**src/rtl/fsp_map.svh**
```systemverilog
// Address map, field positions, command codes and timing constants of the protection block.
`ifndef FSP_MAP_SVH
`define FSP_MAP_SVH

// ----------------------------------------------------------------------------
// Register offsets (byte addresses)
// ----------------------------------------------------------------------------
`define FSP_OFS_CMD      8'h00
`define FSP_OFS_PW_LO    8'h04
`define FSP_OFS_PW_HI    8'h08
`define FSP_OFS_STATUS   8'h0C
`define FSP_OFS_PERSIST  8'h10
`define FSP_OFS_DYNAMIC  8'h14

// ----------------------------------------------------------------------------
// Command word fields
// ----------------------------------------------------------------------------
`define FSP_OPC_LSB      0
`define FSP_OPC_MSB      3
`define FSP_SEC_LSB      8
`define FSP_MS_PER_BIT   16
`define FSP_MS_PW_BIT    17

// ----------------------------------------------------------------------------
// Command codes
// ----------------------------------------------------------------------------
`define FSP_OPC_PPB_PROG   4'h1
`define FSP_OPC_PPB_ERASE  4'h2
`define FSP_OPC_FREEZE_SET 4'h3
`define FSP_OPC_DYB_SET    4'h4
`define FSP_OPC_DYB_CLR    4'h5
`define FSP_OPC_MODE_SEL   4'h6
`define FSP_OPC_PW_PROG    4'h7
`define FSP_OPC_PW_UNLOCK  4'h8

// ----------------------------------------------------------------------------
// Status bit positions
// ----------------------------------------------------------------------------
`define FSP_ST_BUSY      0
`define FSP_ST_REJECT    1
`define FSP_ST_FREEZE    2
`define FSP_ST_PER_SEL   3
`define FSP_ST_PW_SEL    4
`define FSP_ST_WP_LOW    5
`define FSP_ST_VFY_FAIL  6

// ----------------------------------------------------------------------------
// Widths, reset values and timing
// ----------------------------------------------------------------------------
`define FSP_SEC_BITS     8
`define FSP_CNT_BITS     16
`define FSP_BIT_ERASED   1'b1
`define FSP_BIT_PROGRAM  1'b0
`define FSP_PW_CHECK_NS  1000
`define FSP_CLK_MHZ      200
`define FSP_PW_CHECK_CYC ((`FSP_PW_CHECK_NS * `FSP_CLK_MHZ) / 1000)

`endif

```
**src/rtl/fsp_pkg.sv**
```systemverilog
// Types shared by the sector protection block and its users.
`include "fsp_map.svh"

package fsp_pkg;

	// ------------------------------------------------------------------------
	// Array program or erase request and its answer
	// ------------------------------------------------------------------------
	typedef struct packed {
		logic                       valid;
		logic                       erase;
		logic [`FSP_SEC_BITS-1:0]   sector;
	} fsp_op_type;

	typedef struct packed {
		logic                       ok;
		logic                       blocked;
		logic                       erase;
	} fsp_res_type;

	// ------------------------------------------------------------------------
	// Internal sequencer states
	// ------------------------------------------------------------------------
	typedef enum logic [2:0] {
		FSP_IDLE,
		FSP_PREPROG,
		FSP_ERASE,
		FSP_VERIFY,
		FSP_PWCHECK
	} fsp_state_type;

endpackage : fsp_pkg

```
**src/rtl/fsp_sector_protect.sv**
```systemverilog
// Sector protection controller: mode selection, per-sector bits, freeze bit and write protect.
//
// Summary of operation
// - Persistent protection is the mode until a mode-selection bit gets programmed.
// - A programmed mode-selection bit is permanent; switching to the other mode is refused.
// - Requesting both mode-selection bits together aborts and changes neither.
// - Programmed persistent selection bit blocks programming the password selection bit.
// - In password mode the 64-bit password cannot be read or programmed.
// - Password selection bit cannot be erased and blocks the persistent selection bit.
// - Before password mode is chosen, password verify reads return the stored password.
// - Protected sectors refuse program and erase; unprotected sectors accept both.
// - Low write-protect pin blocks program and erase of the two outermost sectors.
// - Persistent locks stay fixed; dynamic locks toggle with one simple command.
// - One non-volatile persistent bit per sector survives power cycles.
// - Persistent bits program singly; one erase-all command clears them all.
// - Erase-all preprograms and verifies internally with no host timing.
// - One volatile freeze bit: 0 freezes persistent bits, 1 lets them change.
// - Freeze-set command locks; locked persistent bits refuse program and erase.
// - Only hardware reset or power-up releases the freeze bit in persistent mode.
// - Each sector has a dynamic bit; either bit at 0 protects the sector.
// - Blocked sector operations change nothing and the array returns to read mode.
// - Matching password unlock releases the freeze bit after a fixed 1 us compare.
//
// Local design decisions: the address map and the strobed register port.
`timescale 1ns/1ps
`include "fsp_map.svh"

module fsp_sector_protect #(
	parameter int SECTORS         = 32,
	parameter int PRE_CYC         = 64,
	parameter int ERS_CYC         = 256,
	parameter int VER_CYC         = 64,
	parameter bit DYB_PWRUP_CLEAR = 1'b1
) (
	input  wire logic                ref_clk,
	input  wire logic                rst_b,
	input  wire logic                nv_blank_b,
	input  wire logic                wp_b,
	input  wire logic [7:0]          addr,
	input  wire logic [31:0]         wr_data,
	input  wire logic                wr_en,
	input  wire logic                rd_en,
	output logic      [31:0]         rd_data,
	input  fsp_pkg::fsp_op_type      op_in,
	output fsp_pkg::fsp_res_type     op_out
);

	localparam int SEC_W = (SECTORS > 1) ? $clog2(SECTORS) : 1;
	localparam int CNT_W = `FSP_CNT_BITS;
	localparam logic [CNT_W-1:0] PRE_LAST = CNT_W'(PRE_CYC - 1);
	localparam logic [CNT_W-1:0] ERS_LAST = CNT_W'(ERS_CYC - 1);
	localparam logic [CNT_W-1:0] VER_LAST = CNT_W'(VER_CYC - 1);
	localparam logic [CNT_W-1:0] PWC_LAST = CNT_W'(`FSP_PW_CHECK_CYC - 1);
	localparam logic [SEC_W-1:0] SEC_TOP  = SEC_W'(SECTORS - 1);
	localparam logic [SEC_W-1:0] SEC_BOT  = '0;

	// ------------------------------------------------------------------------
	// Helpers
	// ------------------------------------------------------------------------

	// One-hot select of a sector; used by every single-bit update.
	function automatic logic [SECTORS-1:0] fsp_sel(input logic [SEC_W-1:0] s);
		logic [SECTORS-1:0] v;
		v    = '0;
		v[s] = 1'b1;
		return v;
	endfunction : fsp_sel

	// ------------------------------------------------------------------------
	// Reset and pin synchronisers
	// ------------------------------------------------------------------------
	logic                       rst_meta_reg;
	logic                       rst_sync_reg;
	logic                       nv_meta_reg;
	logic                       nv_sync_reg;
	logic                       wp_meta_reg;
	logic                       wp_sync_reg;

	// Hardware reset release; assertion is immediate, release waits two edges.
	always_ff @(posedge ref_clk or negedge rst_b)
	begin
		if (!rst_b)
		begin
			rst_meta_reg <= 1'b0;
			rst_sync_reg <= 1'b0;
		end
		else
		begin
			rst_meta_reg <= 1'b1;
			rst_sync_reg <= rst_meta_reg;
		end
	end

	// Blank-array initialisation of the non-volatile store; not a power cycle.
	always_ff @(posedge ref_clk or negedge nv_blank_b)
	begin
		if (!nv_blank_b)
		begin
			nv_meta_reg <= 1'b0;
			nv_sync_reg <= 1'b0;
		end
		else
		begin
			nv_meta_reg <= 1'b1;
			nv_sync_reg <= nv_meta_reg;
		end
	end

	// Write-protect pin comes from outside, so it passes two flops first.
	always_ff @(posedge ref_clk or negedge rst_sync_reg)
	begin
		if (!rst_sync_reg)
		begin
			wp_meta_reg <= 1'b1;
			wp_sync_reg <= 1'b1;
		end
		else
		begin
			wp_meta_reg <= wp_b;
			wp_sync_reg <= wp_meta_reg;
		end
	end

	// ------------------------------------------------------------------------
	// State
	// ------------------------------------------------------------------------
	logic [SECTORS-1:0]         ppb_reg;
	logic [SECTORS-1:0]         ppb_next;
	logic                       per_bit_reg;
	logic                       pw_bit_reg;
	logic [63:0]                password_reg;
	logic [SECTORS-1:0]         dyb_reg;
	logic [SECTORS-1:0]         dyb_next;
	logic                       freeze_reg;
	logic                       freeze_next;
	logic                       init_done_reg;
	logic [63:0]                pw_stage_reg;
	fsp_pkg::fsp_state_type     state_reg;
	fsp_pkg::fsp_state_type     state_next;
	logic [CNT_W-1:0]           cnt_reg;
	logic [CNT_W-1:0]           cnt_next;
	logic                       reject_reg;
	logic                       vfy_fail_reg;
	logic [31:0]                rd_data_reg;
	fsp_pkg::fsp_res_type       op_out_reg;

	// ------------------------------------------------------------------------
	// Command decode
	// ------------------------------------------------------------------------
	wire                        wr_cmd     = wr_en && (addr == `FSP_OFS_CMD);
	wire [3:0]                  opc        = wr_data[`FSP_OPC_MSB:`FSP_OPC_LSB];
	wire [SEC_W-1:0]            cmd_sec    = wr_data[`FSP_SEC_LSB +: SEC_W];
	wire                        ms_per     = wr_data[`FSP_MS_PER_BIT];
	wire                        ms_pw      = wr_data[`FSP_MS_PW_BIT];
	wire                        idle       = (state_reg == fsp_pkg::FSP_IDLE) && init_done_reg;
	wire                        cnt_zero   = (cnt_reg == '0);
	wire                        pw_mode    = (pw_bit_reg == `FSP_BIT_PROGRAM);
	wire                        per_sel    = (per_bit_reg == `FSP_BIT_PROGRAM);
	wire                        unlocked   = (freeze_reg == `FSP_BIT_ERASED);
	wire                        sec_in     = (SEC_W'(cmd_sec) <= SEC_TOP);

	wire                        ms_ok      = !(ms_per && ms_pw) && (ms_per || ms_pw)
	                                         && !(ms_pw && per_sel) && !(ms_per && pw_mode);

	wire                        cmd_legal  =
		(opc == `FSP_OPC_PPB_PROG)   ? (unlocked && sec_in) :
		(opc == `FSP_OPC_PPB_ERASE)  ? unlocked :
		(opc == `FSP_OPC_FREEZE_SET) ? 1'b1 :
		(opc == `FSP_OPC_DYB_SET)    ? sec_in :
		(opc == `FSP_OPC_DYB_CLR)    ? sec_in :
		(opc == `FSP_OPC_MODE_SEL)   ? ms_ok :
		(opc == `FSP_OPC_PW_PROG)    ? !pw_mode :
		(opc == `FSP_OPC_PW_UNLOCK)  ? pw_mode : 1'b0;

	wire                        cmd_ok     = wr_cmd && idle && cmd_legal;
	wire                        cmd_rej    = wr_cmd && !(idle && cmd_legal);
	wire                        do_op      = cmd_ok;
	wire                        ppb_prog   = do_op && (opc == `FSP_OPC_PPB_PROG);
	wire                        ppb_erase  = do_op && (opc == `FSP_OPC_PPB_ERASE);
	wire                        pw_prog    = do_op && (opc == `FSP_OPC_PW_PROG);
	wire                        pw_unlock  = do_op && (opc == `FSP_OPC_PW_UNLOCK);
	wire                        ms_write   = do_op && (opc == `FSP_OPC_MODE_SEL);
	wire                        ers_end    = (state_reg == fsp_pkg::FSP_ERASE) && cnt_zero;
	wire                        vfy_end    = (state_reg == fsp_pkg::FSP_VERIFY) && cnt_zero;
	wire                        pwc_end    = (state_reg == fsp_pkg::FSP_PWCHECK) && cnt_zero;
	wire                        pw_match   = (pw_stage_reg == password_reg);

	// ------------------------------------------------------------------------
	// Erase-all and password-compare sequencer
	// ------------------------------------------------------------------------

	// Erase-all runs preprogram, erase and verify on its own counts so the host
	// only polls busy; the password compare holds busy for a fixed time, which
	// slows brute-force guessing.
	always_comb
	begin
		state_next = state_reg;
		cnt_next   = cnt_zero ? cnt_reg : cnt_reg - CNT_W'(1);
		case (state_reg)
			fsp_pkg::FSP_IDLE:
			begin
				if (ppb_erase)
				begin
					state_next = fsp_pkg::FSP_PREPROG;
					cnt_next   = PRE_LAST;
				end
				else if (pw_unlock)
				begin
					state_next = fsp_pkg::FSP_PWCHECK;
					cnt_next   = PWC_LAST;
				end
			end
			fsp_pkg::FSP_PREPROG:
			begin
				if (cnt_zero)
				begin
					state_next = fsp_pkg::FSP_ERASE;
					cnt_next   = ERS_LAST;
				end
			end
			fsp_pkg::FSP_ERASE:
			begin
				if (cnt_zero)
				begin
					state_next = fsp_pkg::FSP_VERIFY;
					cnt_next   = VER_LAST;
				end
			end
			fsp_pkg::FSP_VERIFY:
			begin
				if (cnt_zero)
					state_next = fsp_pkg::FSP_IDLE;
			end
			fsp_pkg::FSP_PWCHECK:
			begin
				if (cnt_zero)
					state_next = fsp_pkg::FSP_IDLE;
			end
			default:
			begin
				state_next = fsp_pkg::FSP_IDLE;
				cnt_next   = '0;
			end
		endcase
	end

	// ------------------------------------------------------------------------
	// Next values of the protection bits
	// ------------------------------------------------------------------------
	always_comb
	begin
		ppb_next = ppb_reg;
		if (ppb_prog)
			ppb_next = ppb_reg & ~fsp_sel(cmd_sec);
		if (ppb_erase)
			ppb_next = '0;
		if (ers_end)
			ppb_next = '1;
	end

	always_comb
	begin
		dyb_next = dyb_reg;
		if (do_op && (opc == `FSP_OPC_DYB_SET))
			dyb_next = dyb_reg & ~fsp_sel(cmd_sec);
		if (do_op && (opc == `FSP_OPC_DYB_CLR))
			dyb_next = dyb_reg | fsp_sel(cmd_sec);
	end

	always_comb
	begin
		freeze_next = freeze_reg;
		if (!init_done_reg)
			freeze_next = pw_mode ? `FSP_BIT_PROGRAM : `FSP_BIT_ERASED;
		else if (do_op && (opc == `FSP_OPC_FREEZE_SET))
			freeze_next = `FSP_BIT_PROGRAM;
		else if (pwc_end && pw_match)
			freeze_next = `FSP_BIT_ERASED;
	end

	// ------------------------------------------------------------------------
	// Non-volatile store
	// ------------------------------------------------------------------------

	// survives hardware reset
	// Only the blank-array input resets these, so a hardware reset or a power
	// cycle of the logic never disturbs them.
	always_ff @(posedge ref_clk or negedge nv_sync_reg)
	begin
		if (!nv_sync_reg)
		begin
			ppb_reg      <= '1;
			per_bit_reg  <= `FSP_BIT_ERASED;
			pw_bit_reg   <= `FSP_BIT_ERASED;
			password_reg <= '1;
		end
		else
		begin
			ppb_reg      <= ppb_next;
			if (ms_write && ms_per)
				per_bit_reg <= `FSP_BIT_PROGRAM;
			if (ms_write && ms_pw)
				pw_bit_reg  <= `FSP_BIT_PROGRAM;
			if (pw_prog)
				password_reg <= password_reg & pw_stage_reg;
		end
	end

	// ------------------------------------------------------------------------
	// Volatile state
	// ------------------------------------------------------------------------

	// The freeze bit starts erased; in the first cycle after release it takes
	// the locked value when password mode is programmed.
	always_ff @(posedge ref_clk or negedge rst_sync_reg)
	begin
		if (!rst_sync_reg)
		begin
			dyb_reg       <= DYB_PWRUP_CLEAR ? '1 : '0;
			freeze_reg    <= `FSP_BIT_ERASED;
			init_done_reg <= 1'b0;
			state_reg     <= fsp_pkg::FSP_IDLE;
			cnt_reg       <= '0;
		end
		else
		begin
			dyb_reg       <= dyb_next;
			freeze_reg    <= freeze_next;
			init_done_reg <= 1'b1;
			state_reg     <= state_next;
			cnt_reg       <= cnt_next;
		end
	end

	// Staging words for password program and unlock, plus result flags.
	always_ff @(posedge ref_clk or negedge rst_sync_reg)
	begin
		if (!rst_sync_reg)
		begin
			pw_stage_reg <= '1;
			reject_reg   <= 1'b0;
			vfy_fail_reg <= 1'b0;
		end
		else
		begin
			if (wr_en && (addr == `FSP_OFS_PW_LO))
				pw_stage_reg[31:0]  <= wr_data;
			if (wr_en && (addr == `FSP_OFS_PW_HI))
				pw_stage_reg[63:32] <= wr_data;
			if (cmd_rej || cmd_ok)
				reject_reg <= cmd_rej;
			if (vfy_end)
				vfy_fail_reg <= (ppb_reg != '1);
		end
	end

	// ------------------------------------------------------------------------
	// Array program and erase gate
	// ------------------------------------------------------------------------
	wire [SEC_W-1:0]            op_sec     = op_in.sector[SEC_W-1:0];
	wire                        op_in_rng  = (op_in.sector <= `FSP_SEC_BITS'(SECTORS - 1));
	wire                        wp_low     = !wp_sync_reg;
	wire                        wp_hit     = wp_low && ((op_sec == SEC_BOT) || (op_sec == SEC_TOP));
	wire                        sec_prot   = !ppb_reg[op_sec] || !dyb_reg[op_sec];
	wire                        op_block   = !op_in_rng || sec_prot || wp_hit;

	// blocked means no change
	// A blocked answer carries no write to the array; the array control treats
	// it as the end of the command and goes back to reading.
	always_ff @(posedge ref_clk or negedge rst_sync_reg)
	begin
		if (!rst_sync_reg)
			op_out_reg <= '0;
		else
		begin
			op_out_reg.ok      <= op_in.valid && !op_block;
			op_out_reg.blocked <= op_in.valid && op_block;
			op_out_reg.erase   <= op_in.valid && op_in.erase;
		end
	end

	// ------------------------------------------------------------------------
	// Register read path
	// ------------------------------------------------------------------------
	wire [31:0]                 status_w   = 32'(
		{ vfy_fail_reg, wp_low, pw_mode, per_sel, freeze_reg, reject_reg, !idle }
	);
	wire [31:0]                 rd_mux     =
		(addr == `FSP_OFS_STATUS)  ? status_w :
		(addr == `FSP_OFS_PERSIST) ? 32'(ppb_reg) :
		(addr == `FSP_OFS_DYNAMIC) ? 32'(dyb_reg) :
		(addr == `FSP_OFS_PW_LO)   ? (pw_mode ? 32'h0000_0000 : password_reg[31:0]) :
		(addr == `FSP_OFS_PW_HI)   ? (pw_mode ? 32'h0000_0000 : password_reg[63:32]) :
		32'h0000_0000;

	// Read data stand in the cycle after each cycle with rd_en high, and are zero otherwise.
	always_ff @(posedge ref_clk or negedge rst_sync_reg)
	begin
		if (!rst_sync_reg)
			rd_data_reg <= '0;
		else
			rd_data_reg <= rd_en ? rd_mux : 32'h0000_0000;
	end

	assign rd_data = rd_data_reg;
	assign op_out  = op_out_reg;

endmodule : fsp_sector_protect

```
**config.mk**
```make
export PLATFORM = sky130hd
export DESIGN_NAME = fsp_sector_protect
export DESIGN_NICKNAME = d
export VERILOG_FILES = /design/src/rtl/fsp_pkg.sv /design/src/rtl/fsp_sector_protect.sv
export VERILOG_INCLUDE_DIRS = /design/src /design/src/rtl
export SDC_FILE = /design/constraint.sdc
export NUM_CORES = 1
export LEC_CHECK = 0
export ABC_AREA = 0
export BUFFER_PORTS_ARGS = -buffer_cell sky130_fd_sc_hd__buf_2
export CELL_PAD_IN_SITES_DETAIL_PLACEMENT = 0
export CELL_PAD_IN_SITES_GLOBAL_PLACEMENT = 1
export CORE_MARGIN = 2
export CORE_UTILIZATION = 45
export DETAILED_ROUTE_END_ITERATION = 10
export GPL_TIMING_DRIVEN = 0
export PLACE_DENSITY_LB_ADDON = 0.1
export SLEW_MARGIN = 20
export SYNTH_ARGS = -nofsm -noshare
export SYNTH_HDL_FRONTEND = slang
export SYNTH_SLANG_ARGS = --single-unit
```
**constraint.sdc**
```tcl
create_clock -name ref_clk -period 4.9 [get_ports ref_clk]
set_input_delay 0.98 -clock ref_clk [delete_from_list [all_inputs] [get_ports ref_clk]]
set_output_delay 0.98 -clock ref_clk [all_outputs]
set_load 0.005 [all_outputs]
```
Word-level counts from Yosys, hierarchy flattened
Index checks and enable logic that the tools add are counted.
{"block": "totals", "latch_bits": 0, "in_bits": 56, "mem_bits_rw": 0, "mem_bits_ro": 0, "wordCells": 162, "out_inout_bits": 35, "ff_bits": 258, "memories": 0}
{"block": "classes", "n_shift": 0, "order_cmp": 5, "bitwise_logic": 7, "eq_ne": 25, "reduce_logical": 58, "addsub": 1, "n_div": 0, "n_mux": 43, "n_mul": 0}
{"operator": "$mux 32", "count": 13}
{"operator": "$mux 16", "count": 5}
{"operator": "$and 32x32->32", "count": 2}
{"operator": "$and 64x64->64", "count": 1}
{"operator": "$eq 64x64->1", "count": 1}
{"operator": "$pmux 16 s4", "count": 1}
{"operator": "$logic_and 1x1->1", "count": 34}
{"operator": "$ne 32x32->1 const B", "count": 1}
{"operator": "$not 32->32", "count": 1}
{"operator": "$or 32x32->32", "count": 1}
{"operator": "$eq 4x3->1 const B", "count": 4}
{"operator": "$eq 8x4->1 const B", "count": 2}
{"operator": "$eq 8x5->1 const B", "count": 2}
{"operator": "$logic_not 16->1", "count": 1}
{"operator": "$sub 16x1->16 const B", "count": 1}
{"operator": "$mux 1", "count": 15}
{"operator": "$mux 3", "count": 5}
{"operator": "$lt 5x6->1 const B", "count": 2}
{"operator": "$pmux 3 s4", "count": 1}
{"operator": "$bmux 1 s5", "count": 2}
{"operator": "$logic_not 1->1", "count": 10}
{"operator": "$eq 4x2->1 const B", "count": 2}
{"operator": "$eq 8x3->1 const B", "count": 1}
{"operator": "$le 8x5->1 const B", "count": 1}
{"operator": "other kinds (22)", "count": 30}

Logic depth before layout (Yosys ltp)
Gate-level depths: netlist of run 1.
{"block": "logic_depth", "depth_word": 16, "mapped_depth": 12}

Least setup slack after synthesis of run 1
OpenSTA, ideal clock, no wires.
{"block": "synth_timing", "kind": "in2reg", "start": "input port addr[5]", "end": "register password_reg[10]", "n_path_buf": 1, "slack_ns": 2.010, "path_stages": 6, "required_time_ns": 4.818, "arrival_ns": 2.807, "path_cell_list": "or3_1 -> nor3b_2 -> nand2_2 -> nor3_4 -> buf_6 -> mux2_2"}
{"block": "synth_between", "elab_chain_len": 5}
{"item": "from (decl)", "line": "fsp_sector_protect.sv:39", "rtl": "input wire logic [7:0] addr,"}
{"item": "$logic_not 8->1 (no line)"}
{"item": "$logic_and 1x1->1", "line": "fsp_sector_protect.sv:150", "rtl": "wire wr_cmd = wr_en && (addr == `FSP_OFS_CMD);"}
{"item": "$logic_and 1x1->1 (2 in a row)", "line": "fsp_sector_protect.sv:175", "rtl": "wire cmd_ok = wr_cmd && idle && cmd_legal;"}
{"item": "$logic_and 1x1->1", "line": "fsp_sector_protect.sv:180", "rtl": "wire pw_prog = do_op && (opc == `FSP_OPC_PW_PROG);"}
{"item": "to (signal assigned)", "line": "fsp_sector_protect.sv:305", "rtl": "password_reg <= password_reg & pw_stage_reg;"}
{"item": "to (decl)", "line": "fsp_sector_protect.sv:131", "rtl": "logic [63:0] password_reg;"}
No other way between the ends.
A chain may end at the register's enable or synchronous reset.

==> results.json, run 1 <==
{
  "regArea_mm2": 0.00671,
  "ant_nets": 0,
  "ys_warn_count": 0,
  "root_buffer": "clkbuf_16",
  "p_leak_uw": 0.00675,
  "place_ws_ns": 1.12,
  "synth_top_area_frac": 0.398,
  "layout_commonest_cell": "dfstp_2",
  "antenna_cells": 0,
  "synth_top_family_by_area": "multiplexers",
  "crit_start": "addr[4]",
  "p_sw_frac": 0.253,
  "worst_hold_path_type": "in2async",
  "mappedNetlistArea_mm2": 0.0130,
  "slew_viol_final": 0,
  "fin_nets": 1330,
  "finalSetupViolCount": 0,
  "routabilityCongestion": 0.839,
  "comb_power_share": 0.093,
  "num_rows": 62,
  "r2r-start": "state_reg[0]$_DFFE_PN0P_",
  "power_uw": 5210,
  "drt_iter0_drc": 777,
  "clk_pin_slew_ns": 0.07,
  "synthCells": 1081,
  "synth_cell_types": 72,
  "dieWidth_um": 174,
  "layout.cells.most_common_list": "dfstp_2 (197), mux2_2 (152), buf_2 (97)",
  "floorplan.die_area_mm2": 0.0303,
  "ys_async_sr_fraction": 1.00,
  "yosysTopAreaCell": "dfstp_2",
  "grt_use_total": 0.251,
  "p_sw_uw": 1320,
  "cts_buffers": 29,
  "final_cells": 1614,
  "max_freq_mhz": 309,
  "ctsResizeCount": 0,
  "critPathRequiredTime_ns": 5.40,
  "fin_util": 0.528,
  "crit_fanout": 10,
  "synth_edf_count": 0,
  "synth_compound_area_frac": 0.134,
  "routed_wl_um": 37700,
  "dp_hpwl_um": 27000,
  "cap_violations": 0,
  "syn2layout_area_growth_pct": 16.1,
  "final.period_utilization": 0.661,
  "cts_max_path_buffers": 3,
  "p_int_uw": 3900,
  "min_period_ns": 3.24,
  "grt_start_max_net_pins": 55,
  "final_hold_viol_count": 0,
  "insertion_delay_ns": 0.57,
  "cts_tree": "built",
  "fin_tns_setup_ns": 0,
  "drc": 0,
  "cellPowerDensity_mw_per_mm2": 345,
  "grt_util_met2": 0.389,
  "grt_pass1_wl_um": 58400,
  "drive_gt1_frac": 0.424,
  "skew_ns": 0.0239,
  "wire_per_inst_um": 23.3,
  "fillers": 2600,
  "multiInputGateArea_mm2": 0.00597,
  "finalWorstSetupSlack_ns": 1.66,
  "vias": 9626,
  "muxShareOfSynthArea": 0.140,
  "crit_type": "in2reg",
  "gr-total-overflow": 0,
  "cts_sinks": 258,
  "rsz0062_at_grt": "false",
  "synthXorXnorAreaFrac": 0.00875,
  "peakVddDrop_mv": 0.324,
  "worstMarginPinSlew_ns": 1.10,
  "vias_per_cell": 5.96,
  "dr.pass1.iters": 5,
  "die_y_um": 174,
  "syn_area_per_cell_um2": 12.0,
  "globalRouteMet3Util": 0.0315,
  "start_kind": "input port",
  "synthSimpleGateAreaFrac": 0.110,
  "cp.arrival_ns": 3.73,
  "core_area_mm2": 0.0286,
  "dpl.cell_count": 1560,
  "slew_headroom": 0.260,
  "grtUsageMet1": 0.373,
  "outcome": "completed",
  "p_seq_frac": 0.451,
  "power_frac_clock": 0.455,
  "cts_htree_levels": 1,
  "initial_core_util": 0.455,
  "ys.flop_type": "dfstp_2",
  "synth_area_leaders": "dfstp_2 (40%), mux2_2 (13%), dfrtp_1 (12%), ha_1 (6.4%), nor2_1 (2.4%)",
  "port_buffers": 89,
  "io_pins": 91,
  "grt_pass1_vias": 9537,
  "ys_seq_area_frac": 0.515,
  "synth_fa_ha_area_frac": 0.0644,
  "post_cts_buffers": 0,
  "cp-end-kind": "flip-flop",
  "busiest_layer": "met2",
  "antenna_found_initial": 1,
  "ctsHoldBuffers": 0,
  "ys_ff_latch": 258
}
==> through the flow <==
step | hold WS [ns] | area, um^2
after floorplan | 0.331 | 13000
after global placement | 0.335 | 14000
after detailed placement | 0.339 | 14100
after CTS | 0.178 | 15100
after global routing | 0.177 | 15100
final | 0.201 | 15100
==> metal layers <==
| layer | vias to the layer above | part of all wire |
|---|---|---|
| met5 | - | 0.00035 |
| met4 | 2 | 0.028 |
| met3 | 48 | 0.049 |
| met2 | 297 | 0.46 |
| met1 | 4925 | 0.47 |
| li1 | 4354 | - |
==> critical path, stage by stage <==
cell	delay, ns
buf_2	0.12
or3_1	0.46
nor2_1	0.15
clkbuf_1	0.38
nand4_1	0.77
nor4_1	0.49
mux2_2	0.38
==> logic make-up (layout without fill, tap and decap cells) <==
family,after synthesis,after routing
flip-flops,258,258
other,1,3
multiplexers,160,160
AND/OR/NAND/NOR,269,269
XOR/XNOR,13,13
AO/OA/AOI/OAI,235,235
buffers and inverters,78,225
adder cells (fa/ha/maj),67,67
==> final timing paths <==
path	endpoint	slack, ns	cells past startpoint
setup / recovery	flip-flop	1.66	7
hold / removal	nv_sync_reg$_DFF_PN0_	0.20	1
setup reg to reg	flip-flop	1.81	5
hold reg to reg	nv_sync_reg$_DFF_PN0_	0.35	0
max in group asynchronous	asynchronous set/reset pin	3.73	1
min in group ref_clk	nv_sync_reg$_DFF_PN0_	0.35	0
==> synth_stat cells (all sizes together), types with 19 or more instances <==
| master | instances |
|---|---|
| nor2 | 84 |
| nor3 | 19 |
| ha | 67 |
| nand2 | 37 |
| clkbuf | 48 |
| a2bb2oi | 28 |
| a22oi | 25 |
| mux2 | 157 |
| o22ai | 24 |
| dfstp | 197 |
| o211a | 26 |
| nand4 | 20 |
| dfrtp | 61 |
| o21ai | 52 |
| nor4 | 28 |
==> power by group through the flow <==
| stage | clock network, uW | logic [uW] | registers [uW] |
|---|---|---|---|
| floorplan | 0 | 307 | 2380 |
| global placement | 0 | 436 | 2420 |
| detailed placement | 0 | 484 | 2390 |
| CTS | 2420 | 489 | 2360 |
| global route | 2510 | 548 | 2370 |
| finish | 2380 | 485 | 2350 |
==> area by class of cell <==
cell class,instances,area share
sequential,258,0.444
multi-input combinational,747,0.395
clock buffer,40,0.0568
timing repair buffer,93,0.0363
tap,384,0.0318
buffer,66,0.0200
clock inverter,14,0.0128
inverter,12,0.00298
Note: power is estimated with default switching activity, not from simulation.
==> inputs of run 2 (changes only) <==
- clock period: 4.9 -> 2.8 ns (I/O delays scaled with it)
==> run 2 against run 1 <==
- clock power increased by 57%
- die area unchanged
- non-clock buffer count increased by 12
- sequential share of layout area decreased by 0.13 points
- combinational power increased by 76%
- via count about the same
- worst hold slack got worse by 0.097 ns
- utilization increased by 0.15 points
- register-to-register slack got worse by 1.6 ns
- critical path type unchanged
- largest cell class unchanged
- largest power group is now registers
==> results.json, run 2 (synthesis gave the netlist of run 1 again) <==
{
  "outcome": "completed",
  "power_uw": 8730,
  "rrSetupSlack_ns": 0.17,
  "wire_per_inst_um": 23.3,
  "fin_nets": 1343,
  "vias_per_cell": 5.92,
  "core_area_mm2": 0.0286,
  "final_hold_viol_count": 0,
  "port_buffers": 89,
  "initial_core_util": 0.455,
  "p_leak_uw": 0.00677,
  "crit_type": "in2reg",
  "drt_iter0_drc": 798,
  "worstMarginPinSlew_ns": 0.781,
  "cts_sinks": 258,
  "min_period_ns": 2.72,
  "cts_htree_levels": 1,
  "skew_ns": 0.0170,
  "drive_gt1_frac": 0.428,
  "multiInputGateArea_mm2": 0.00602,
  "slew_headroom": 0.479,
  "cts_buffers": 30,
  "hold_path.startpoint": "wp_b",
  "crit_fanout": 10,
  "final_cells": 1626,
  "vias": 9619,
  "rsz0062_at_grt": "true",
  "grt_pass1_wl_um": 58300,
  "cts_tree": "built",
  "io_pins": 91,
  "cts_max_path_buffers": 3,
  "drc": 0,
  "dpl.cell_count": 1560,
  "clk_pin_slew_ns": 0.06,
  "regArea_mm2": 0.00671,
  "min_to": "wp_meta_reg$_DFF_PN1_",
  "grt_use_total": 0.250,
  "ant_nets": 0,
  "worst_hold_path_type": "in2reg",
  "dieWidth_um": 174,
  "layout_commonest_cell": "dfstp_2",
  "final.period_utilization": 0.970,
  "cp.arrival_ns": 3.14,
  "grt_pass1_vias": 9517,
  "rr_endpoint": "cnt_reg[0]$_DFF_PN0_",
  "layout.cells.most_common_list": "dfstp_2 (197), mux2_2 (152), buf_2 (97)",
  "root_buffer": "clkbuf_16",
  "r2r_cells": 12,
  "r2r-start": "cnt_reg[0]$_DFF_PN0_",
  "routabilityCongestion": 0.843,
  "cap_violations": 0,
  "dr.pass1.iters": 5,
  "grt_start_max_net_pins": 58,
  "syn2layout_area_growth_pct": 16.4,
  "floorplan.die_area_mm2": 0.0303,
  "hold-path-cell-count": 1,
  "critPathRequiredTime_ns": 3.23,
  "insertion_delay_ns": 0.56,
  "finalSetupViolCount": 0,
  "gr-total-overflow": 0,
  "num_rows": 62,
  "antenna_cells": 0,
  "slew_viol_final": 0,
  "dp_hpwl_um": 27200,
  "cp-end-kind": "flip-flop",
  "fillers": 2561,
  "peakVddDrop_mv": 0.484,
  "die_y_um": 174,
  "start_kind": "input port",
  "fin_util": 0.529,
  "cellPowerDensity_mw_per_mm2": 576,
  "antenna_found_initial": 0,
  "max_freq_mhz": 368,
  "routed_wl_um": 37900
}
==> run 2: cell types whose count changed in the layout (fill, tap and decap cells not counted), sizes merged <==
cell         previous run  this run
dlygate4sd3             0         2
clkinvlp                3         0
bufinv                  4         0
buf                   111       121
inv                    13        12
clkbuf                 88        96
==> run 2: repair_timing <==
item | 4_1_cts | 5_1_grt
pin swaps | 5 | 0
hold endpoints to repair | 4 | 0
setup buffers | 10 | 0
resized for setup | 4 | 5
hold buffers | 2 | 0
endpoints found under the setup margin | 123 | 35
==> run 2: power by group <==
part / internal, uW / switching [uW] / leakage (uW)
clock: 2200 / 1540 / 0.000471
sequential: 3950 / 185 / 0.00284
combinational: 360 / 491 / 0.00346
==> run 2: per-layer routing <==
metal | up-vias | routed length, um | global-route usage
met5 | - | 0 | 0
met4 | 0 | 818 | 0.0616
met3 | 44 | 2280 | 0.0387
met2 | 312 | 17500 | 0.401
met1 | 4884 | 17200 | 0.358
li1 | 4379 | - | -
==> run 2: area by class of cell <==
type                    count  area share
inverters                  12     0.00297
clock inverters             6     0.00272
plain buffers              66      0.0201
flip-flops and latches    258       0.443
multi-input cells         747       0.397
repair buffers            105      0.0428
well taps                 384      0.0317
clock buffers              48      0.0599
==> run 2: worst max-delay path by stage <==
stage | from | end | slack [ns]
after floorplan | rst_sync_reg$_DFF_PN0_ | cnt_reg[0]$_DFF_PN0_ | 0.28
after global placement | rst_sync_reg$_DFF_PN0_ | rd_data[17]$_DFF_PN0_ | -0.91
after detailed placement | addr[4] | rd_data[15]$_DFF_PN0_ | -0.60
after CTS | cnt_reg[10]$_DFF_PN0_ | cnt_reg[0]$_DFF_PN0_ | 0.002
after global routing | cnt_reg[0]$_DFF_PN0_ | cnt_reg[0]$_DFF_PN0_ | -0.02
final | addr[5] | rd_data[15]$_DFF_PN0_ | 0.08
==> run 2: stage by stage <==
step | TNS [ns] | setup WS (ns) | hold slack [ns] | instance area [um^2]
global route | -0.0223 | -0.0165 | 0.0895 | 15200
finish | 0 | 0.0835 | 0.104 | 15200
detailed placement | -50.28 | -0.599 | 0.343 | 14100
global placement | -150.11 | -0.912 | 0.334 | 14000
floorplan | 0 | 0.277 | 0.264 | 13000
CTS | 0 | 0.00246 | 0.0827 | 15100
==> run 2: critical path: stages <==
cell      delay (ns)
buf_2           0.10
nor3_1          0.31
nand4b_1        0.57
o21ai_2         0.70
clkbuf_1        0.44
o21ai_0         0.25
o211a_1         0.20
